<file path="config.mk">
export PLATFORM = sky130hd
export DESIGN_NAME = ims_i2c_master
export DESIGN_NICKNAME = d
export VERILOG_FILES = /design/src/rtl/ims_pkg.sv /design/src/rtl/ims_bit_if.sv /design/src/rtl/ims_bit_engine.sv /design/src/rtl/ims_i2c_master.sv
export SDC_FILE = /design/constraint.sdc
export NUM_CORES = 1
export LEC_CHECK = 0
export ABC_CLOCK_PERIOD_IN_PS = 4640
export BUFFER_PORTS_ARGS = -buffer_cell sky130_fd_sc_hd__buf_2
export CAP_MARGIN = 20
export CORE_MARGIN = 10
export CORE_UTILIZATION = 50
export DETAILED_ROUTE_END_ITERATION = 8
export GPL_TIMING_DRIVEN = 0
export HOLD_SLACK_MARGIN = 0.15
export PLACE_DENSITY = 0.69
export SLEW_MARGIN = 20
export SYNTH_ARGS = -nofsm -noshare
export SYNTH_HDL_FRONTEND = slang
export SYNTH_SLANG_ARGS = --single-unit
</file>
<file path="constraint.sdc">
create_clock -name clk_sys -period 4.64 [get_ports clk_sys]
set_input_delay 0.464 -clock clk_sys [delete_from_list [all_inputs] [get_ports clk_sys]]
set_output_delay 0.464 -clock clk_sys [all_outputs]
set_load 0.02 [all_outputs]
</file>
<file path="src/rtl/ims_pkg.sv">
// Package with constants and types of the impedance meter bus master.
package ims_pkg;
   // System clock period in nanoseconds.
   localparam int unsigned CLK_PERIOD_NS = 50;
   // Least time of one quarter of a serial clock period, in ns.
   localparam int unsigned SCL_QUARTER_NS = 2500;
   // Quarter period in system clock cycles, rounded up.
   localparam int unsigned QUARTER_CYC =
      (SCL_QUARTER_NS + CLK_PERIOD_NS - 1) / CLK_PERIOD_NS;
   // Slave address of the converter after power-up.
   localparam logic [6:0] DEV_ADDR_DEFAULT = 7'h0d;
   // Direction bit values.
   localparam logic DIR_WRITE = 1'b0;
   localparam logic DIR_READ  = 1'b1;
   // Command codes.
   localparam logic [7:0] CMD_BLOCK_WRITE = 8'ha0;
   localparam logic [7:0] CMD_BLOCK_READ  = 8'ha1;
   localparam logic [7:0] CMD_POINTER     = 8'hb0;
   // Index of the acknowledge bit within a byte slot.
   localparam logic [3:0] ACK_BIT_IDX = 4'h8;
   // User operation codes on the command port.
   localparam logic [2:0] OP_WRITE_REG   = 3'h0;
   localparam logic [2:0] OP_SET_POINTER = 3'h1;
   localparam logic [2:0] OP_BLOCK_WRITE = 3'h2;
   localparam logic [2:0] OP_READ_BYTE   = 3'h3;
   localparam logic [2:0] OP_BLOCK_READ  = 3'h4;
   // Bus symbol kinds handled by the bit engine.
   typedef enum logic [1:0] {KIND_START, KIND_STOP, KIND_BIT} ims_kind_t;
   // Steps of an operation sequence.
   typedef enum logic [3:0] {
      ACT_START, ACT_STOP, ACT_ADDRW, ACT_ADDRR, ACT_PTR, ACT_REG,
      ACT_DATA, ACT_BWCMD, ACT_BRCMD, ACT_COUNT, ACT_WSTREAM,
      ACT_RSTREAM, ACT_END
   } ims_act_t;
endpackage

</file>
<file path="src/rtl/ims_bit_if.sv">
// Interface between the byte sequencer and the bit engine.
`timescale 1ns/10ps
interface ims_bit_if;
   logic                req;   // One-cycle request for a symbol.
   ims_pkg::ims_kind_t  kind;  // Symbol kind.
   logic                txBit; // Bit to send, 1 releases the line.
   logic                done;  // One-cycle end of symbol.
   logic                rxBit; // Line level sampled in the bit.
   modport ctrl (output req, kind, txBit, input done, rxBit);
   modport eng (input req, kind, txBit, output done, rxBit);
endinterface

</file>
<file path="src/rtl/ims_bit_engine.sv">
// Bit engine: makes start, stop and data bit symbols on the two wires.
`timescale 1ns/10ps
module ims_bit_engine (
   input  wire logic clk_sys, // System clock.
   input  wire logic reset,   // Synchronous reset, active high.
   input  wire logic clkEn,   // Clock enable.
   ims_bit_if.eng    bus,     // Symbol requests.
   input  wire logic sdaIn,   // Data line level.
   output logic      sdaOut,  // Data line drive value.
   output logic      sdaOeN,  // Data line enable, low drives.
   input  wire logic sclIn,   // Clock line level.
   output logic      sclOut,  // Clock line drive value.
   output logic      sclOeN   // Clock line enable, low drives.
);
   typedef enum logic {ENG_IDLE, ENG_RUN} ims_eng_t;
   localparam logic [15:0] Q_LAST = 16'(ims_pkg::QUARTER_CYC - 1);

   ims_eng_t           st_reg;    // Engine state.
   ims_pkg::ims_kind_t kind_reg;  // Symbol in progress.
   logic               tx_reg;    // Bit in progress.
   logic [1:0]         phase_reg; // Quarter of the symbol.
   logic [15:0]        tick_reg;  // Cycles within the quarter.
   logic [2:0]         sdaS_reg;  // Data line synchroniser.
   logic [2:0]         sclS_reg;  // Clock line synchroniser.
   logic               sdaL_reg;  // Filtered data level.
   logic               sclL_reg;  // Filtered clock level.
   logic               done_reg;  // End of symbol pulse.
   logic               rx_reg;    // Sampled bit.
   logic               sdaRel;    // Data line released.
   logic               sclRel;    // Clock line released.
   logic               stretch;   // Slave holds the clock low.
   logic               qEnd;      // Quarter complete.

   // Clock high in the middle quarters; for stop it stays high after
   // the first. Data moves only in quarter 0, or in quarter 2 for start and stop.
   assign sclRel = (kind_reg == ims_pkg::KIND_STOP) ? (phase_reg != 2'h0)
                 : (phase_reg == 2'h1) || (phase_reg == 2'h2);
   assign sdaRel = (kind_reg == ims_pkg::KIND_START) ? (phase_reg < 2'h2)
                 : (kind_reg == ims_pkg::KIND_STOP) ? (phase_reg >= 2'h2)
                 : tx_reg;
   assign stretch = (phase_reg == 2'h1) && !sclL_reg;
   assign qEnd    = (tick_reg == Q_LAST) && !stretch;
   assign bus.done  = done_reg;
   assign bus.rxBit = rx_reg;

   // Pin synchronisers; a level counts once stages two and three agree.
   always_ff @(posedge clk_sys) begin
      if (reset) begin
         sdaS_reg <= 3'h7;
         sclS_reg <= 3'h7;
         sdaL_reg <= 1'b1;
         sclL_reg <= 1'b1;
      end else if (clkEn) begin
         sdaS_reg <= {sdaS_reg[1:0], sdaIn};
         sclS_reg <= {sclS_reg[1:0], sclIn};
         if (sdaS_reg[1] == sdaS_reg[2]) sdaL_reg <= sdaS_reg[2];
         if (sclS_reg[1] == sclS_reg[2]) sclL_reg <= sclS_reg[2];
      end
   end

   // Symbol sequencer: four quarters, the bit sampled after quarter 2.
   always_ff @(posedge clk_sys) begin
      if (reset) begin
         st_reg <= ENG_IDLE;
         kind_reg <= ims_pkg::KIND_STOP;
         tx_reg <= 1'b1;
         phase_reg <= 2'h0;
         tick_reg <= 16'h0000;
         done_reg <= 1'b0;
         rx_reg <= 1'b1;
         sdaOut <= 1'b0;
         sclOut <= 1'b0;
         sdaOeN <= 1'b1;
         sclOeN <= 1'b1;
      end else if (clkEn) begin
         done_reg <= 1'b0;
         unique case (st_reg)
            ENG_IDLE: begin
               if (bus.req) begin
                  st_reg <= ENG_RUN;
                  kind_reg <= bus.kind;
                  tx_reg <= bus.txBit;
                  phase_reg <= 2'h0;
                  tick_reg <= 16'h0000;
               end
            end
            ENG_RUN: begin
               sdaOeN <= sdaRel;
               sclOeN <= sclRel;
               if (qEnd) begin
                  tick_reg <= 16'h0000;
                  if (phase_reg == 2'h2) rx_reg <= sdaL_reg;
                  if (phase_reg == 2'h3) begin
                     done_reg <= 1'b1;
                     st_reg <= ENG_IDLE;
                  end else begin
                     phase_reg <= phase_reg + 2'h1;
                  end
               end else if (tick_reg != Q_LAST) begin
                  tick_reg <= tick_reg + 16'h0001;
               end
            end
         endcase
      end
   end
endmodule // ims_bit_engine

</file>
<file path="src/rtl/ims_i2c_master.sv">
// Bus master that runs register transfers to the impedance converter.
`timescale 1ns/10ps
module ims_i2c_master #(
   parameter logic [6:0] DEV_ADDR = ims_pkg::DEV_ADDR_DEFAULT // Target.
) (
   input  wire logic       clk_sys,  // System clock.
   input  wire logic       reset,    // Synchronous reset.
   input  wire logic       clkEn,    // Clock enable.
   input  wire logic       cmdValid, // Operation request.
   input  wire logic [2:0] cmdOp,    // Operation code.
   input  wire logic [7:0] cmdReg,   // Register address.
   input  wire logic [7:0] cmdData,  // Data for a register write.
   input  wire logic [7:0] cmdCount, // Block length, 0 means 1.
   output logic            cmdReady, // Ready for an operation.
   input  wire logic       wrValid,  // Block write byte offered.
   input  wire logic [7:0] wrData,   // Block write byte.
   output logic            wrReady,  // Block write byte wanted.
   output logic            rdValid,  // Read byte pulse.
   output logic [7:0]      rdData,   // Read byte.
   output logic            rdLast,   // Last byte of the read.
   output logic            busy,     // Operation in progress.
   output logic            done,     // Operation finished pulse.
   output logic            ackErr,   // Slave refused a byte.
   input  wire logic       sdaIn,    // Data line level.
   output logic            sdaOut,   // Data line drive value.
   output logic            sdaOeN,   // Data line enable, low drives.
   input  wire logic       sclIn,    // Clock line level.
   output logic            sclOut,   // Clock line drive value.
   output logic            sclOeN    // Clock line enable, low drives.
);
   typedef enum logic [2:0] {
      T_IDLE, T_ACT, T_COND, T_WAITWR, T_BIT, T_WAITBIT
   } ims_state_t;

   ims_bit_if bitBus ();

   ims_state_t        st_reg;     // Sequencer state.
   logic [2:0]        op_reg;     // Operation in progress.
   logic [3:0]        step_reg;   // Step within the operation.
   logic [7:0]        regA_reg;   // Register address.
   logic [7:0]        data_reg;   // Register write data.
   logic [7:0]        count_reg;  // Block length sent.
   logic [7:0]        remain_reg; // Data bytes still to move.
   logic [7:0]        shift_reg;  // Byte shifter.
   logic [3:0]        bitIdx_reg; // Bit slot within the byte.
   logic              isRd_reg;   // Byte is received.
   logic              last_reg;   // Byte is the last read.
   logic              abort_reg;  // Ending after a refusal.
   logic              req_reg;    // Symbol request pulse.
   ims_pkg::ims_kind_t kind_reg;  // Symbol kind requested.
   logic              txBit_reg;  // Bit requested.
   logic              cmdRdy_reg; // Ready output.
   logic              wrRdy_reg;  // Write stream ready.
   logic              rdV_reg;    // Read valid pulse.
   logic [7:0]        rdD_reg;    // Read data.
   logic              rdL_reg;    // Read last flag.
   logic              busy_reg;   // Busy output.
   logic              done_reg;   // Done pulse.
   logic              err_reg;    // Refusal flag.

   ims_pkg::ims_act_t act;        // Current step.
   logic [7:0]        txByte;     // Byte for a sending step.
   logic              isTxAct;    // Step sends a fixed byte.
   logic [7:0]        countEff;   // Block length, zero as one.
   logic              bitTx;      // Bit to put in the slot.
   logic              inAck;      // Slot is the acknowledge.

   // Step table: a pointer write precedes all but the register write.
   function automatic ims_pkg::ims_act_t actAt(input logic [2:0] op,
                                               input logic [3:0] st);
      ims_pkg::ims_act_t a;
      logic wr;
      logic bw;
      logic rb;
      logic br;
      wr = (op == ims_pkg::OP_WRITE_REG);
      bw = (op == ims_pkg::OP_BLOCK_WRITE);
      rb = (op == ims_pkg::OP_READ_BYTE);
      br = (op == ims_pkg::OP_BLOCK_READ);
      unique case (st)
         4'h0: a = ims_pkg::ACT_START;
         4'h1: a = ims_pkg::ACT_ADDRW;
         4'h2: a = wr ? ims_pkg::ACT_REG : ims_pkg::ACT_PTR;
         4'h3: a = wr ? ims_pkg::ACT_DATA : ims_pkg::ACT_REG;
         4'h4: a = ims_pkg::ACT_STOP;
         4'h5: a = (bw || rb || br) ? ims_pkg::ACT_START : ims_pkg::ACT_END;
         4'h6: a = rb ? ims_pkg::ACT_ADDRR : ims_pkg::ACT_ADDRW;
         4'h7: a = rb ? ims_pkg::ACT_RSTREAM
                 : bw ? ims_pkg::ACT_BWCMD : ims_pkg::ACT_BRCMD;
         4'h8: a = rb ? ims_pkg::ACT_STOP : ims_pkg::ACT_COUNT;
         4'h9: a = bw ? ims_pkg::ACT_WSTREAM
                 : br ? ims_pkg::ACT_START : ims_pkg::ACT_END;
         4'ha: a = bw ? ims_pkg::ACT_STOP
                 : br ? ims_pkg::ACT_ADDRR : ims_pkg::ACT_END;
         4'hb: a = br ? ims_pkg::ACT_RSTREAM : ims_pkg::ACT_END;
         4'hc: a = br ? ims_pkg::ACT_STOP : ims_pkg::ACT_END;
         default: a = ims_pkg::ACT_END;
      endcase
      // Unknown operation codes end at once.
      if (!(wr || bw || rb || br || op == ims_pkg::OP_SET_POINTER)) begin
         a = ims_pkg::ACT_END;
      end
      return a;
   endfunction

   assign act      = actAt(op_reg, step_reg);
   assign countEff = (cmdCount == 8'h00) ? 8'h01 : cmdCount;
   assign inAck    = (bitIdx_reg == ims_pkg::ACK_BIT_IDX);

   // Fixed byte of each sending step.
   always_comb begin
      txByte  = 8'h00;
      isTxAct = 1'b1;
      unique case (act)
         ims_pkg::ACT_ADDRW: txByte = {DEV_ADDR, ims_pkg::DIR_WRITE};
         ims_pkg::ACT_ADDRR: txByte = {DEV_ADDR, ims_pkg::DIR_READ};
         ims_pkg::ACT_PTR:   txByte = ims_pkg::CMD_POINTER;
         ims_pkg::ACT_BWCMD: txByte = ims_pkg::CMD_BLOCK_WRITE;
         ims_pkg::ACT_BRCMD: txByte = ims_pkg::CMD_BLOCK_READ;
         ims_pkg::ACT_REG:   txByte = regA_reg;
         ims_pkg::ACT_DATA:  txByte = data_reg;
         ims_pkg::ACT_COUNT: txByte = count_reg;
         default:            isTxAct = 1'b0;
      endcase
   end

   // Bit for the slot: data MSB first, then the acknowledge slot.
   // On reads the line is released for data and we answer the
   // acknowledge: low for more bytes, released after the last.
   assign bitTx = !inAck ? (isRd_reg | shift_reg[7])
                : (isRd_reg ? last_reg : 1'b1);

   assign bitBus.req   = req_reg;
   assign bitBus.kind  = kind_reg;
   assign bitBus.txBit = txBit_reg;

   // Outputs come straight from their flip-flops.
   assign cmdReady = cmdRdy_reg;
   assign wrReady  = wrRdy_reg;
   assign rdValid  = rdV_reg;
   assign rdData   = rdD_reg;
   assign rdLast   = rdL_reg;
   assign busy     = busy_reg;
   assign done     = done_reg;
   assign ackErr   = err_reg;

   // Byte sequencer: walks the steps and feeds the bit engine.
   always_ff @(posedge clk_sys) begin
      if (reset) begin
         st_reg <= T_IDLE;
         op_reg <= ims_pkg::OP_WRITE_REG;
         step_reg <= 4'h0;
         regA_reg <= 8'h00;
         data_reg <= 8'h00;
         count_reg <= 8'h00;
         remain_reg <= 8'h00;
         shift_reg <= 8'h00;
         bitIdx_reg <= 4'h0;
         isRd_reg <= 1'b0;
         last_reg <= 1'b0;
         abort_reg <= 1'b0;
         req_reg <= 1'b0;
         kind_reg <= ims_pkg::KIND_STOP;
         txBit_reg <= 1'b1;
         cmdRdy_reg <= 1'b0;
         wrRdy_reg <= 1'b0;
         rdV_reg <= 1'b0;
         rdD_reg <= 8'h00;
         rdL_reg <= 1'b0;
         busy_reg <= 1'b0;
         done_reg <= 1'b0;
         err_reg <= 1'b0;
      end else if (clkEn) begin
         // Pulses last one enabled cycle.
         req_reg <= 1'b0;
         rdV_reg <= 1'b0;
         done_reg <= 1'b0;
         unique case (st_reg)
            // Wait for an operation; ready rises one cycle after reset.
            T_IDLE: begin
               cmdRdy_reg <= 1'b1;
               if (cmdValid && cmdRdy_reg) begin
                  cmdRdy_reg <= 1'b0;
                  busy_reg <= 1'b1;
                  err_reg <= 1'b0;
                  abort_reg <= 1'b0;
                  op_reg <= cmdOp;
                  regA_reg <= cmdReg;
                  data_reg <= cmdData;
                  count_reg <= countEff;
                  remain_reg <= (cmdOp == ims_pkg::OP_READ_BYTE) ? 8'h01
                              : countEff;
                  step_reg <= 4'h0;
                  st_reg <= T_ACT;
               end
            end
            // Start the current step.
            T_ACT: begin
               if (act == ims_pkg::ACT_END) begin
                  busy_reg <= 1'b0;
                  done_reg <= 1'b1;
                  cmdRdy_reg <= 1'b1;
                  st_reg <= T_IDLE;
               end else if (act == ims_pkg::ACT_START) begin
                  req_reg <= 1'b1;
                  kind_reg <= ims_pkg::KIND_START;
                  st_reg <= T_COND;
               end else if (act == ims_pkg::ACT_STOP) begin
                  req_reg <= 1'b1;
                  kind_reg <= ims_pkg::KIND_STOP;
                  st_reg <= T_COND;
               end else if (isTxAct) begin
                  shift_reg <= txByte;
                  isRd_reg <= 1'b0;
                  bitIdx_reg <= 4'h0;
                  st_reg <= T_BIT;
               end else if (remain_reg == 8'h00) begin
                  // Stream exhausted: move past it.
                  step_reg <= step_reg + 4'h1;
               end else if (act == ims_pkg::ACT_WSTREAM) begin
                  st_reg <= T_WAITWR;
               end else begin
                  isRd_reg <= 1'b1;
                  last_reg <= (remain_reg == 8'h01);
                  bitIdx_reg <= 4'h0;
                  st_reg <= T_BIT;
               end
            end
            // Wait for a start or stop to finish.
            T_COND: begin
               if (bitBus.done) begin
                  if (abort_reg) begin
                     busy_reg <= 1'b0;
                     done_reg <= 1'b1;
                     cmdRdy_reg <= 1'b1;
                     st_reg <= T_IDLE;
                  end else begin
                     step_reg <= step_reg + 4'h1;
                     st_reg <= T_ACT;
                  end
               end
            end
            // Take one block write byte; the source may stall us here.
            T_WAITWR: begin
               if (wrRdy_reg && wrValid) begin
                  wrRdy_reg <= 1'b0;
                  shift_reg <= wrData;
                  isRd_reg <= 1'b0;
                  bitIdx_reg <= 4'h0;
                  st_reg <= T_BIT;
               end else begin
                  wrRdy_reg <= 1'b1;
               end
            end
            // Request one bit slot.
            T_BIT: begin
               req_reg <= 1'b1;
               kind_reg <= ims_pkg::KIND_BIT;
               txBit_reg <= bitTx;
               st_reg <= T_WAITBIT;
            end
            // Collect the slot; after nine slots the byte is done.
            T_WAITBIT: begin
               if (bitBus.done) begin
                  if (!inAck) begin
                     shift_reg <= {shift_reg[6:0], bitBus.rxBit};
                     bitIdx_reg <= bitIdx_reg + 4'h1;
                     st_reg <= T_BIT;
                  end else if (!isRd_reg && bitBus.rxBit) begin
                     // No acknowledge from the slave: stop and report.
                     err_reg <= 1'b1;
                     abort_reg <= 1'b1;
                     req_reg <= 1'b1;
                     kind_reg <= ims_pkg::KIND_STOP;
                     st_reg <= T_COND;
                  end else begin
                     if (isRd_reg) begin
                        rdV_reg <= 1'b1;
                        rdD_reg <= shift_reg;
                        rdL_reg <= last_reg;
                     end
                     if (act == ims_pkg::ACT_WSTREAM ||
                         act == ims_pkg::ACT_RSTREAM) begin
                        // The slave steps its own address per byte.
                        remain_reg <= remain_reg - 8'h01;
                     end else begin
                        step_reg <= step_reg + 4'h1;
                     end
                     st_reg <= T_ACT;
                  end
               end
            end
            default: st_reg <= T_IDLE;
         endcase
      end
   end

   // Pin engine; its pin outputs are flip-flops.
   ims_bit_engine u_engine (
      .clk_sys (clk_sys),
      .reset   (reset),
      .clkEn   (clkEn),
      .bus     (bitBus.eng),
      .sdaIn   (sdaIn),
      .sdaOut  (sdaOut),
      .sdaOeN  (sdaOeN),
      .sclIn   (sclIn),
      .sclOut  (sclOut),
      .sclOeN  (sclOeN)
   );
endmodule // ims_i2c_master

</file>
* Word level (Yosys, flattened, before mapping)
Index checks and enable logic that the tools add are counted.
W data, S select, Z words.
** Word-level totals
- Register bits :: 109
- Input port bits :: 42
- Logic and storage cells :: 312
** Operators by class
- Add/sub/neg operators :: 5
- $lt $le $gt $ge :: 2
- Equality and inequality tests :: 71
- Mux-type cells :: 137
- Bitwise operators :: 9
- Reduce and logical (&&, ||, !) cells :: 53
** Operators with widths (number)
- $mux W4 :: 31
- $mux W8 :: 14
- $pmux W8 S8 :: 1
- $pmux W4 S13 :: 1
- $mux W1 :: 49
- $mux W16 :: 3
- $eq A4 B4 Y1 const B :: 11
- $ne A2 B2 Y1 const B :: 20
- $mux W3 :: 12
- $eq A4 B3 Y1 const B :: 8
- $pmux W16 S2 :: 1
- $pmux W8 S3 :: 1
- $reduce_and A6 Y1 :: 4
- $mux W2 :: 11
- $pmux W3 S6 :: 1
- $add A16 B1 Y16 const B :: 1
- $eq A16 B6 Y1 const B :: 1
- $eq A4 B2 Y1 const B :: 4
- $logic_not A8 Y1 :: 2
- $ne A16 B6 Y1 const B :: 1
- $pmux W4 S4 :: 1
- $pmux W8 S2 :: 1
- $reduce_and A8 Y1 :: 2
- $eq A3 B2 Y1 const B :: 5
- 40 further kinds :: 91

* Longest topological paths before layout
Gate-level depths: netlist of run 1.
- Depth after elaboration :: 14
- Mapped depth :: 13

* Modules after synthesis
A second synthesis of run 1 with hierarchy kept.
** Unflattened totals
- Cells, all modules :: 776
- Area total of the unflattened synthesis :: 5988.2 um^2
** By module, submodules not included
- ims_i2c_master :: instances 1, cells each 570, area an instance 4291.6 um^2, seq. area each 1501.4 um^2
- ims_bit_engine :: instances 1, cells each 206, area an instance 1696.6 um^2, seq. area each 680.7 um^2

* Worst setup path before layout of run 1
Ideal clock, no wire load.
- Path type :: reg2reg
- Start point :: register step_reg[0]
- End point :: register bitIdx_reg[0]
- Setup time :: 0.070 ns
- Arrival time :: 2.912 ns
- Data required time :: 4.570 ns
- Slack :: 1.658 ns
- Cell stages (with the launch flop) :: 12
- Path buffers :: 1
- Period minus slack after synthesis :: 2.982 ns
- Path through :: dfxtp_1 > inv_1 > ha_1 > buf_6 > or4_1 > a22o_1 > a21oi_2 > nand3_2 > xnor2_1 > a311o_1 > or4_1 > a21oi_1
** On the way
- Word-level cells in the longest chain between the ends :: 11
** Ends and longest elaborated chain
- from (decl) :: RTL line ims_i2c_master.sv:39 : logic [3:0] step_reg;
- from (signal assigned) :: RTL line ims_i2c_master.sv:219 : step_reg <= step_reg + 4'h1;
- from (signal assigned) :: RTL line ims_i2c_master.sv:238 : step_reg <= step_reg + 4'h1;
- from (signal assigned) :: RTL line ims_i2c_master.sv:287 : step_reg <= step_reg + 4'h1;
- $eq A4 B4 Y1, or another cell as far along :: RTL line ims_i2c_master.sv:80 : unique case (st)
- $pmux W4 S13 (*) :: RTL line ims_i2c_master.sv:80
- $mux W4 (*) :: RTL line ims_i2c_master.sv:100 : if (!(wr || bw || rb || br || op == ims_pkg::OP_SET_POINTER)) begin
- $eq A4 B4 Y1, or another cell as far along :: RTL line ims_i2c_master.sv:114 : unique case (act)
- $reduce_or A8 Y1 (no source line)
- $mux W1 :: RTL line ims_i2c_master.sv:114
- $mux W4 :: RTL line ims_i2c_master.sv:212 : end else if (isTxAct) begin
- $mux W4 :: RTL line ims_i2c_master.sv:208 : end else if (act == ims_pkg::ACT_STOP) begin
- $mux W4 :: RTL line ims_i2c_master.sv:204 : end else if (act == ims_pkg::ACT_START) begin
- $mux W4 :: RTL line ims_i2c_master.sv:199 : if (act == ims_pkg::ACT_END) begin
- $pmux W4 S3 :: RTL line ims_i2c_master.sv:178 : unique case (st_reg)
- to (signal assigned) :: RTL line ims_i2c_master.sv:267 : bitIdx_reg <= bitIdx_reg + 4'h1;
- to (decl) :: RTL line ims_i2c_master.sv:45 : logic [3:0] bitIdx_reg;
Every way passes the cells marked *; elsewhere a longest branch is shown, timed or not. The select of a mux whose other input is x is not followed.
A chain may end at the register's enable or synchronous reset.

* Worst setup path after layout of run 1
- Start point :: register step_reg[0]
- End point :: register shift_reg[6]
** On the way
- Word-level cells in the longest chain between the ends :: 10
** Ends and longest elaborated chain
- $eq A4 B4 Y1, or another cell as far along :: RTL line ims_i2c_master.sv:80
- $pmux W4 S13 (*) :: RTL line ims_i2c_master.sv:80
- $mux W4 (*) :: RTL line ims_i2c_master.sv:100
- $eq A4 B4 Y1, or another cell as far along :: RTL line ims_i2c_master.sv:114
- $pmux W8 S8 :: RTL line ims_i2c_master.sv:114
- $mux W8 :: RTL line ims_i2c_master.sv:212
- $mux W8 :: RTL line ims_i2c_master.sv:208
- $mux W8 :: RTL line ims_i2c_master.sv:204
- $mux W8 :: RTL line ims_i2c_master.sv:199
- $pmux W8 S3 :: RTL line ims_i2c_master.sv:178
- to (signal assigned) :: RTL line ims_i2c_master.sv:213 : shift_reg <= txByte;
- to (signal assigned) :: RTL line ims_i2c_master.sv:247 : shift_reg <= wrData;
- to (signal assigned) :: RTL line ims_i2c_master.sv:266 : shift_reg <= {shift_reg[6:0], bitBus.rxBit};
- to (decl) :: RTL line ims_i2c_master.sv:44 : logic [7:0] shift_reg;
Marked as above.

==> results.txt, run 1 <==
- Quantity of hold-fixing buffers added after cts: 0
- Sequential-to-total area share from yosys stat: 36.9%
- Detailed placement ended at an HPWL of between 10000 and 15000 um.
* Worst endpoint data arrival time: 3.73 ns
* Final Cycle Share: 74.2%
* Crit-path most repeated cell: sky130_fd_sc_hd__a21oi_1
* Number of routed nets with antenna violations: 0
- Full die area: 0.0166 sq mm
- Number of sinks handled by clock tree synthesis: about 110
- Total overflow reported by the global router: 0
- H-tree depth: 3
- Summing all multi-input logic gate instances after layout gives 0.00345 sq mm.
- The initial antenna violation count came to 0.
- Post-layout instance count excluding filler cells: between 900 and 1000
- Max_cap viols: 0
* Post-synthesis to final-layout area growth: 13.4%
- Mapped Area: a little under 0.006 sq mm
* GP Congestion: 0.916
- Global-route usage over all layers: 20.3%
- Traced cell by cell, the critical path runs through inv_1, ha_1, buf_6, or4_1, a22o_1, a21oi_2, nand3_2, xnor2_1, a21oi_1, clkbuf_1, o21ai_0, a21oi_1.
* Worst R2R End: shift_reg[6]
- Insertion delay of the later-clocked pin in the worst-skew pair: 0.35 ns
- Worst slew margin relative to its limit: 38.3%
- # resized after CTS: 0
* Final worst-path setup slack: 1.20 ns
* IO Pins: ~60
- Total wire length: about 17000 um
- Setup slack on the worst reg-to-reg path comes out at 1.20 ns.
* Antenna diode instance count: 0
- The flow ran to the end, and the final reports show no timing, DRC or antenna violations.
- Worst hold stages: 3
- The analysis attributes to cell leakage a power of approximately 2.6 nW.
* Total Nets Final: 855
- Across the VDD grid, the largest voltage drop is 164 uV.
- Critical path peak fanout: 10
* Detailed Route Iter0 Violations: about 560
* Number of core rows: 39
- Path type of the worst setup path: reg2reg
* Placement Setup Slack: 1.28 ns
* Number of buffers inserted to repair setup after CTS: 0
- In the synthesized netlist the async set-or-reset flop fraction comes to 0%.
- The post-route netlist has between 10% and 20% of its cells at a drive strength greater than 1.
* Finished Core Util: around three fifths
- Clock-pin slew was measured on the worst setup and hold paths at 0.07 ns.
- Post-layout min period: 3.44 ns
- The layout has ~1100 filler cells.
- Total count of hold-check failures in the final report: 0
- Registers take 0.00218 sq mm.
- Setup repair after global routing left no endpoint under its margin.
* Class of the tightest hold or removal check: in2reg
- Using the TritonRoute via totals, the vias-per-cell ratio works out to just over 6.
- After routing, the total negative slack on setup checks comes to 0 ns.
* Horizontal extent of the die: 129 um
* Initial standard-cell utilization of the core: 51.3%
* Power density over the cells: approximately 370 mW/mm^2
- STA classifies the critical path startpoint as a flip-flop.
- Die outline height: 129 um
- Final number of max-transition violations: 0
- Maximum number of pins on one net before global-route repair: 19
- TritonCTS built the clock tree.
- Number of setup violations in the final report: 0
- The slowest stage of the critical path belongs to the cell sky130_fd_sc_hd__or4_1.
* Hold Startpoint: sclIn
- WL/cell: 17.9 um
* Startpoint of the worst-slack reg-to-reg timing path: step_reg[0]
- Number of enable-type register cells in the synthesized netlist: 0
* First-pass GRT wire length: between 20000 and 30000 um
* Input/output buffers: 57
- Required time reported for the critical path endpoint: 4.92 ns
- Detailed-route via count: 5725
* Yosys cell types: 87
- Actual slew at the worst max-slew pin: 0.912 ns
- Buffer depth of the longest clock path: 2
* Post-Syn Instances: 728
- For hold timing, the worst endpoint is u_engine.sclS_reg[0].
- The register with the most flip-flops in the layout has 16 of them.
- Primary flip-flop cell chosen by synthesis mapping: sky130_fd_sc_hd__dfxtp_1
- Endpoint type of the worst setup path: flip-flop
* Cell at the root of the clock tree: sky130_fd_sc_hd__clkbuf_16
* Length of the first detailed-routing pass in iterations: 6
- Length in cells of the worst reg-to-reg path: 12
- Instance count after placement with tap cells included: 930
- Fmax: 290 MHz
* Largest clock skew in the final design: 0.0109 ns
* Slowest cell delay on critical path: about 0.50 ns
* Number of global-route vias before repair: 5577
* Number of synthesis warnings: 0
* # DRC: 0
- Counting the buffers created by CTS gives 9.
- Synthesized flop and latch total: 109
- Avg Synthesized Cell Area: 8.12 sq um
- The region available for standard cell placement spans 0.0115 sq mm.
## critical path: cells and delay by family (launching register included)
kind / cells / cell delay [ns]
flops: 1 / 0.43
simple gates: 2 / 0.64
xor+xnor: 1 / 0.20
buf+inv: 3 / 0.63
fa+ha+maj: 1 / 0.22
compound gates: 5 / 1.26
## cells in the final DEF (no fill, tap or decap), types with 13 or more instances in the layout
| master | count |
|---|---|
| sky130_fd_sc_hd__nand2_1 | 107 |
| sky130_fd_sc_hd__nor3_1 | 19 |
| sky130_fd_sc_hd__dfxtp_1 | 109 |
| sky130_fd_sc_hd__buf_2 | 61 |
| sky130_fd_sc_hd__ha_1 | 15 |
| sky130_fd_sc_hd__inv_1 | 16 |
| sky130_fd_sc_hd__and3_1 | 13 |
| sky130_fd_sc_hd__o21ai_0 | 25 |
| sky130_fd_sc_hd__clkbuf_1 | 29 |
| sky130_fd_sc_hd__xor2_1 | 16 |
| sky130_fd_sc_hd__nand2b_1 | 18 |
| sky130_fd_sc_hd__nor2_1 | 57 |
| sky130_fd_sc_hd__nand3_1 | 20 |
| sky130_fd_sc_hd__a21oi_1 | 69 |
| sky130_fd_sc_hd__mux2i_1 | 17 |
## logic make-up (layout without fill, tap and decap cells)
group	Yosys count	in the layout	share of synthesized area, %
fa+ha+maj	15	15	3.17
flops	109	109	36.9
simple gates	310	310	26.7
compound gates	187	187	21.6
xor+xnor	23	23	3.41
other cells	1	2	0.0634
mux	19	19	3.26
buf+inv	64	138	4.87
## final cells by class
class                   instances  share of cell area [%]
multi-input cells             556                    51.5
flip-flops and latches        109                    32.6
repair buffers                 58                    4.37
well taps                     143                    2.67
clock inverters                 6                    1.03
clock buffers                  10                    3.57
inverters                      17                   0.952
plain buffers                  47                    3.34
## report_power, final
group / internal [mW] / switching, mW
Combinational: 0.225 / 0.405
Clock: 0.440 / 0.366
Sequential: 0.981 / 0.0364
## cells in the mapped netlist (9+ instances only)
cell                       instances  share of area [%]
sky130_fd_sc_hd__dfxtp_1         109                 37
sky130_fd_sc_hd__nand2_1         107                6.8
sky130_fd_sc_hd__a21oi_1          69                5.8
sky130_fd_sc_hd__nor2_1           57                3.6
sky130_fd_sc_hd__clkbuf_1         29                1.8
sky130_fd_sc_hd__o21ai_0          25                2.1
sky130_fd_sc_hd__nand3_1          20                1.7
sky130_fd_sc_hd__nor3_1           19                1.6
sky130_fd_sc_hd__nand2b_1         18                1.9
sky130_fd_sc_hd__mux2i_1          17                2.9
sky130_fd_sc_hd__inv_1            16                1.0
sky130_fd_sc_hd__xor2_1           16                2.4
sky130_fd_sc_hd__ha_1             15                3.2
sky130_fd_sc_hd__and3_1           13                1.4
sky130_fd_sc_hd__nor2b_1          11                1.2
sky130_fd_sc_hd__a211oi_1         10                1.3
sky130_fd_sc_hd__nand4_1          10                1.1
sky130_fd_sc_hd__a31oi_1           9               0.95
## metrics by stage
stage | power, mW | area [sq um] | hold slack, ns
final | 2.45 | 6700 | 0.331
after global routing | 2.57 | 6700 | 0.336
after CTS | 2.45 | 6700 | 0.329
after detailed placement | 1.65 | 6390 | 0.447
after global placement | 1.63 | 6380 | 0.447
after floorplan | 1.48 | 5920 | 0.432
## per-layer routing
metal / global-route usage (%) / up-vias / wire [um]
li1: - / 2755 / -
met3: 4.15 / 46 / 1030
met4: 7.76 / 0 / 457
met1: 25.1 / 2718 / 7380
met2: 33.9 / 206 / 8080
met5: 0 / - / 0
## how the worst max path moves through the flow
stage                      startpoint             to  depth (start not counted)  slack, ns
after floorplan           step_reg[0]  bitIdx_reg[0]                         11       1.66
after global placement          clkEn    data_reg[3]                          6       1.18
after detailed placement  step_reg[0]   shift_reg[4]                         12       1.28
after CTS                 step_reg[0]   shift_reg[4]                         12       1.25
after global routing      step_reg[0]   shift_reg[6]                         13       0.88
final                     step_reg[0]   shift_reg[6]                         12       1.20
Power figures use the tool's default switching activity.
==> run 2, diff against run 1 <==
--- a/config.mk
+++ b/config.mk
@@ -5,7 +5,8 @@
 export SDC_FILE = /design/constraint.sdc
 export NUM_CORES = 1
 export LEC_CHECK = 0
-export ABC_CLOCK_PERIOD_IN_PS = 4640
+export ABC_AREA = 1
+export ABC_CLOCK_PERIOD_IN_PS = 2900
 export BUFFER_PORTS_ARGS = -buffer_cell sky130_fd_sc_hd__buf_2
 export CAP_MARGIN = 20
 export CORE_MARGIN = 10
@@ -13,7 +14,7 @@
 export DETAILED_ROUTE_END_ITERATION = 8
 export GPL_TIMING_DRIVEN = 0
 export HOLD_SLACK_MARGIN = 0.15
-export PLACE_DENSITY = 0.69
+export PLACE_DENSITY = 0.72
 export SLEW_MARGIN = 20
 export SYNTH_ARGS = -nofsm -noshare
 export SYNTH_HDL_FRONTEND = slang
==> constraint.sdc (replaced) <==
create_clock -name clk_sys -period 2.9 [get_ports clk_sys]
set_input_delay 0.29 -clock clk_sys [delete_from_list [all_inputs] [get_ports clk_sys]]
set_output_delay 0.29 -clock clk_sys [all_outputs]
set_load 0.02 [all_outputs]
==> results.txt, run 2 <==
* Per-cell via count in the routed design: 5.32
- The number of clock buffers added by TritonCTS is 9.
- Post-Syn Instances: 915
* Unrepaired setup endpoints after global routing: no
- For this configuration, the core starts out at a cell density of 51.5%.
* Final Cycle Share: 86.9%
* Top area cells in the synthesized netlist: sky130_fd_sc_hd__dfxtp_1 35%, sky130_fd_sc_hd__nand2_1 11%, sky130_fd_sc_hd__nor2_1 7.1%, sky130_fd_sc_hd__a21oi_1 6.3%, sky130_fd_sc_hd__o21ai_0 5.4%
- Instance count after placement with tap cells included: 1142
- Actual slew at the worst max-slew pin: 0.690 ns
* Total wire length: 16600 um
- Clock transition at the register clock pins on the worst setup and hold paths after CTS: 0.08 ns
- Horizontal extent of the die: approximately 130 um
- Endpoint type of the worst setup path: flip-flop
* # DRC: 0
- In this run, the number of DRC markers left after iteration 0 of detailed routing was 519.
* GP Congestion: 0.948
* Buffer depth of the longest clock path: 2
* Worst endpoint data arrival time: 2.75 ns
* Avg Synthesized Cell Area: 6.85 sq um
- Yosys cell types: between 40 and 50
* Synthesized flop and latch total: about 110
* Path type of the worst setup path: reg2reg
- The repair_antennas step left the layout with diodes totalling 0.
- Synth async-reset ratio: 0%
* # resized after CTS: 0
* Highest-count cells in the layout ignoring fill and taps: 178 x sky130_fd_sc_hd__nand2_1, 119 x sky130_fd_sc_hd__nor2_1, 109 x sky130_fd_sc_hd__dfxtp_1
* CTS tree: yes
* Fmax: between 300 and 400 MHz
* Maximum number of pins on one net before global-route repair: 20
* Most used standard cell by instance count after synthesis: sky130_fd_sc_hd__nand2_1
* Cell type with the largest total area after synthesis: sky130_fd_sc_hd__dfxtp_1
* Number of setup violations in the final report: 0
* IO Pins: 61
* Post-route setup TNS: 0 ns
- Headroom to the max-slew limit came out at between 50% and 60%.
* Number of sinks handled by clock tree synthesis: 109
- Number of global-route vias before repair: 5915
- Insertion delay of the later-clocked pin in the worst-skew pair: ~0.36 ns
* Leading cell type in the layout, fill and taps excluded: sky130_fd_sc_hd__nand2_1
- After synthesis, the largest area contributor takes up a little over a third of total cell area.
* Top cells by count, synth: 178 x sky130_fd_sc_hd__nand2_1, 119 x sky130_fd_sc_hd__nor2_1, 109 x sky130_fd_sc_hd__dfxtp_1, 87 x sky130_fd_sc_hd__inv_1, 79 x sky130_fd_sc_hd__a21oi_1
* Total overflow reported by the global router: 0
* Filler Cells Inserted: ~1200
* Total half-perimeter wirelength after legalization and detailed placement: ~13000 um
- The initial antenna violation count is 0.
- Number of routed nets with antenna violations: 0
- The synthesized design contains 0 enable-type register cells.
* Final number of max-transition violations: 0
- WL/cell: 14.3 um
- During placement, the flow inserted port buffers numbering 58.
* Post-layout min period: 2.52 ns
- Sequential-to-total area share from yosys stat: a little over a third
- Across every metal layer, demand over resource in global routing totals about a fifth.
- The number of failing hold endpoints at the final stage was 0.
- The floorplan step defined a die boundary enclosing 0.0174 sq mm.
- The first detailed-routing pass took 7 iterations.
- The tree is rooted in a sky130_fd_sc_hd__clkbuf_16.
* Primary flip-flop cell chosen by synthesis mapping: sky130_fd_sc_hd__dfxtp_1
- Leakage power: a little over 3 nW
* H-tree depth: 3
* Number of core rows: 40
* Length in cells of the worst reg-to-reg path: 14
- Post-synthesis to final-layout area growth: 14.0%
- For this run, the number of standard cells in the final layout without fillers is 1162.
- Register-to-register path setup slack: around 0.38 ns
* Std-Cell Core Area: about 0.012 sq mm
* Number of synthesis warnings: 0
- Counting instances, the worst hold path has a depth of 3.
- Result of the run: complete, no violations
- Total Nets Final: between 1000 and 1500
- Critical path peak fanout: 8
- Data on the critical path is required at its endpoint by 3.13 ns.
- The register with the most flip-flops in the layout has 16 of them.
- Power spread over the standard cell area amounts to between 800 and 900 mW/mm^2.
* First-pass GRT wire length: roughly 28000 um
- The tool flagged a number of max-cap violations equal to 0.
- Of the cells placed in the final design, the portion with a size suffix greater than 1 is 15.8%.
- Startpoint kind of the worst setup timing path: flip-flop
- The die is roughly 130 um tall.
- Largest clock skew in the final design: 0.00986 ns
- Mapped Area: between 0.006 and 0.007 sq mm
- VDD sags by at most 455 uV.
* Class of the tightest hold or removal check: in2reg
- The detailed router placed 6187 vias in this run.
## run 2: final timing paths
kind / startpoint / endpoint
max: step_reg[0] / shift_reg[4]
min: cmdReg[0] / regA_reg[0]
max reg2reg: step_reg[0] / shift_reg[4]
min reg2reg: rdData[4] / rdData[4]
## run 2: kinds of logic after synthesis
family / Yosys count / share of synthesized area (%)
and+or+nand+nor: 451 / 34.8
AOI/OAI and AO/OA: 192 / 16.8
buffers and inverters: 133 / 8.57
DFF: 109 / 34.8
adders and majority gates: 15 / 3.00
xor gates and xnor gates: 14 / 1.96
other: 1 / 0.0599
## run 2: layer usage
layer | routed length (um) | track usage [%] | vias up
met5 | 0 | 0 | -
met4 | 299 | 5.56 | 0
met3 | 812 | 3.70 | 25
met2 | 7690 | 31.0 | 156
met1 | 7820 | 24.4 | 2838
li1 | - | - | 3168
## run 2: where the power goes
group          leakage (nW)  switching [mW]  internal [mW]
Sequential            0.887           0.209           1.78
Combinational          2.06            1.78          0.817
Clock                 0.166           0.614          0.774
## run 2: per-stage QoR
step | utilization [%] | power [mW] | worst slack [ns] | instance area, sq um | hold WS [ns]
4_1_cts | 58.7 | 5.95 | 0.449 | 7140 | 0.152
3_5_place_dp | 55.6 | 4.56 | 0.480 | 6770 | 0.434
2_1_floorplan | - | 3.95 | 0.890 | 6270 | 0.416
6_report | 58.7 | 5.98 | 0.380 | 7140 | 0.151
5_1_grt | 58.7 | 6.40 | 0.176 | 7140 | 0.162
3_3_place_gp | 55.6 | 4.53 | 0.503 | 6770 | 0.434
## run 2: what timing repair did
item | 4_1_cts | 5_1_grt
hold buffers | 4 | 0
buffers inserted | 0 | 0
hold endpoints to repair | 4 | 0
endpoints found under the setup margin | 0 | 0
## run 2: final cells by class
type                    count  area (sq um)  share of cell area, %
plain buffers              32           151                   2.12
clock buffers               9           225                   3.15
clock inverters             7           109                   1.52
inverters                 101           385                   5.40
multi-input cells         674          3550                   49.7
flip-flops and latches    109          2180                   30.6
well taps                 168           210                   2.94
repair buffers             62           330                   4.63
## run 2: worst max-delay path: stages (launching register included)
cell	delay, ns
sky130_fd_sc_hd__dfxtp_1	0.41
sky130_fd_sc_hd__inv_1	0.11
sky130_fd_sc_hd__ha_1	0.29
sky130_fd_sc_hd__o21ai_0	0.26
sky130_fd_sc_hd__nand2_1	0.10
sky130_fd_sc_hd__nor2_2	0.11
sky130_fd_sc_hd__inv_1	0.05
sky130_fd_sc_hd__nor2_1	0.09
sky130_fd_sc_hd__nand2_1	0.12
sky130_fd_sc_hd__nand2_2	0.15
sky130_fd_sc_hd__nor2_4	0.08
sky130_fd_sc_hd__nand2_1	0.06
sky130_fd_sc_hd__nand3_1	0.08
sky130_fd_sc_hd__o21ai_0	0.37
sky130_fd_sc_hd__a21oi_1	0.12
==> run 3, diff against run 2 <==
--- a/config.mk
+++ b/config.mk
@@ -14,7 +14,7 @@
 export DETAILED_ROUTE_END_ITERATION = 8
 export GPL_TIMING_DRIVEN = 0
 export HOLD_SLACK_MARGIN = 0.15
-export PLACE_DENSITY = 0.72
+export PLACE_DENSITY_LB_ADDON = 0.12
 export SLEW_MARGIN = 20
 export SYNTH_ARGS = -nofsm -noshare
 export SYNTH_HDL_FRONTEND = slang
==> results.txt, run 3 (same netlist as run 2, synthesis figures left out) <==
* Result of the run: complete, no violations
- After filler insertion, the fill cell instance count of the layout stands at around 1200.
- Setup total negative slack on the finished layout was measured at 0 ns.
* Worst slew margin relative to its limit: 56.9%
* Maximum resistive drop on vdd: 564 uV
* Power density over the cells: 813 mW/mm^2
- The longest clock path from root to sink contains 2 buffers.
* Required time reported for the critical path endpoint: 3.13 ns
- In the final design database the tool counted 1047 nets.
- Initial standard-cell utilization of the core: 51.5%
* Post-synthesis to final-layout area growth: 13.3%
- Number of antenna violations at the first check in global routing: 0
- Unrepaired setup endpoints after global routing: no
* Startpoint kind of the worst setup timing path: flip-flop
- The number of gates resized after CTS was 0.
* Total half-perimeter wirelength after legalization and detailed placement: about 13000 um
* Endpoint type of the worst setup path: flip-flop
* Cell at the root of the clock tree: sky130_fd_sc_hd__clkbuf_16
* Post-layout min period: 2.48 ns
* Number of routed nets with antenna violations: 0
- Setup violations remaining at the end of the flow were counted as 0.
* Horizontal extent of the die: around 130 um
* Finished Cell Area: 0.00710 sq mm
* Class of the tightest hold or removal check: in2reg
* Largest clock skew in the final design: 0.00803 ns
* Dpl cell area: 0.00677 sq mm
* Number of sinks handled by clock tree synthesis: 109
- Global routing used 18.7% of the available tracks.
- Actual slew at the worst max-slew pin: 0.647 ns
* Worst endpoint data arrival time: 2.71 ns
- Layout cells sized above 1: 15.7%
- The first global-routing pass estimated 27500 um of wire.
- Max-cap violations in this run came to 0.
* Finished Core Util: 58.4%
- After detailed routing, the number of vias per cell comes to 5.24.
- The number of failing hold endpoints at the final stage is 0.
- Critical path peak fanout: 8
* Maximum number of pins on one net before global-route repair: 19
* Insertion delay of the later-clocked pin in the worst-skew pair: 0.36 ns
- Number of buffers inserted to repair setup after CTS: 0
- Leading cell type in the layout, fill and taps excluded: sky130_fd_sc_hd__nand2_1
- In this run the static leakage power is 3.09 nW.
- Counting the buffers created by CTS gives 9.
- Flip-flop count of the largest register, all copies and words added: 16
- CTS tree: yes
* Clock transition at the register clock pins on the worst setup and hold paths after CTS: roughly 0.070 ns
- Full die area: 0.0174 sq mm
* IO Pins: 61
* Die outline height: around 130 um
- The total count of max-transition violations in the final report is 0.
* Antenna diode instance count: 0
- Path type of the worst setup path: reg2reg
- Summed over all layers, the global routing overflow is 0.
- Timing would allow up to 403 MHz.
- Input/output buffers: 58
- Number of core rows: 40
- The total area inside the core boundary comes to ~0.012 sq mm.
- Total wire length: 16500 um
- The detailed router placed 6092 vias in this run.
* Highest-count cells in the layout ignoring fill and taps: 178 x sky130_fd_sc_hd__nand2_1, 119 x sky130_fd_sc_hd__nor2_1, 109 x sky130_fd_sc_hd__dfxtp_1
- Number of global-route vias before repair: 5587
- WL/cell: 14.2 um
- For this run, design rule violations remaining after detail routing come to 0.
- Hold timing on the final database bottoms out at a slack of 0.152 ns.
- Detailed Route Iter0 Violations: slightly above 500
- Length of the first detailed-routing pass in iterations: 5
* Final Cycle Share: 85.5%
- GP Congestion: 0.925
- The H-tree was split into 3 levels.
-- run 3: changes by cell type in the layout (fill, tap and decap cells not counted), sizes merged --
cell	delta
bufinv	-2
clkbuf	+2
clkinv	-1
dlygate4sd3	+1
inv	+1
-- run 3: power by group --
group / leakage, nW / switching (mW) / internal (mW) / total [mW]
registers: 0.887 / 0.212 / 1.78 / 1.99
logic: 2.06 / 1.76 / 0.816 / 2.58
clock network: 0.142 / 0.581 / 0.617 / 1.20
total: 3.09 / 2.56 / 3.21 / 5.77
-- run 3: worst paths after layout --
check	startpoint	end	slack, ns	cells past startpoint
setup / recovery	step_reg[0]	shift_reg[4]	0.42	14
setup reg to reg	step_reg[0]	shift_reg[4]	0.42	14
hold / removal	cmdReg[7]	regA_reg[7]	0.15	3
hold reg to reg	rdData[0]	rdData[0]	0.45	2
-- run 3: repair_timing --
item                                    in CTS  in global routing
hold endpoints to repair                     5                  0
hold buffers                                 5                  0
endpoints found under the setup margin       0                  0
-- run 3: per-stage QoR --
stage | worst slack, ns | power, mW | std cells
after floorplan | 0.890 | 3.95 | 916
after global placement | 0.486 | 4.56 | 1142
after detailed placement | 0.466 | 4.57 | 1142
after CTS | 0.447 | 5.78 | 1163
after global routing | 0.182 | 6.23 | 1163
final | 0.419 | 5.77 | 1163
-- run 3: worst max-delay path: stages (launching register included) --
cell and delay [ns]:
sky130_fd_sc_hd__dfxtp_1 0.42, sky130_fd_sc_hd__inv_1 0.10, sky130_fd_sc_hd__ha_1 0.29, sky130_fd_sc_hd__o21ai_0 0.22, sky130_fd_sc_hd__nand2_1 0.09, sky130_fd_sc_hd__nor2_2 0.11, sky130_fd_sc_hd__inv_1 0.05, sky130_fd_sc_hd__nor2_1 0.09
sky130_fd_sc_hd__nand2_1 0.13, sky130_fd_sc_hd__nand2_2 0.16, sky130_fd_sc_hd__nor2_4 0.08, sky130_fd_sc_hd__nand2_1 0.06, sky130_fd_sc_hd__nand3_1 0.07, sky130_fd_sc_hd__o21ai_0 0.35, sky130_fd_sc_hd__a21oi_1 0.13
-- run 3: layer usage --
| layer | part of all wire (%) | vias up | GRT usage, % | wire length [um] |
|---|---|---|---|---|
| met5 | 0 | - | 0 | 0 |
| met4 | 1.3 | 0 | 4.70 | 219 |
| met3 | 5.7 | 14 | 4.61 | 943 |
| met2 | 45 | 160 | 29.2 | 7470 |
| met1 | 48 | 2741 | 25.1 | 7860 |
| li1 | - | 3177 | - | - |
-- run 3: cell type report --
| cell class | count | area, sq um | share of cell area [%] |
|---|---|---|---|
| sequential | 109 | 2180 | 30.7 |
| multi-input combinational | 674 | 3550 | 50.0 |
| timing repair buffer | 63 | 340 | 4.79 |
| clock inverter | 5 | 38.8 | 0.546 |
| tap | 168 | 210 | 2.96 |
| buffer | 32 | 151 | 2.13 |
| inverter | 101 | 385 | 5.43 |
| clock buffer | 11 | 243 | 3.42 |
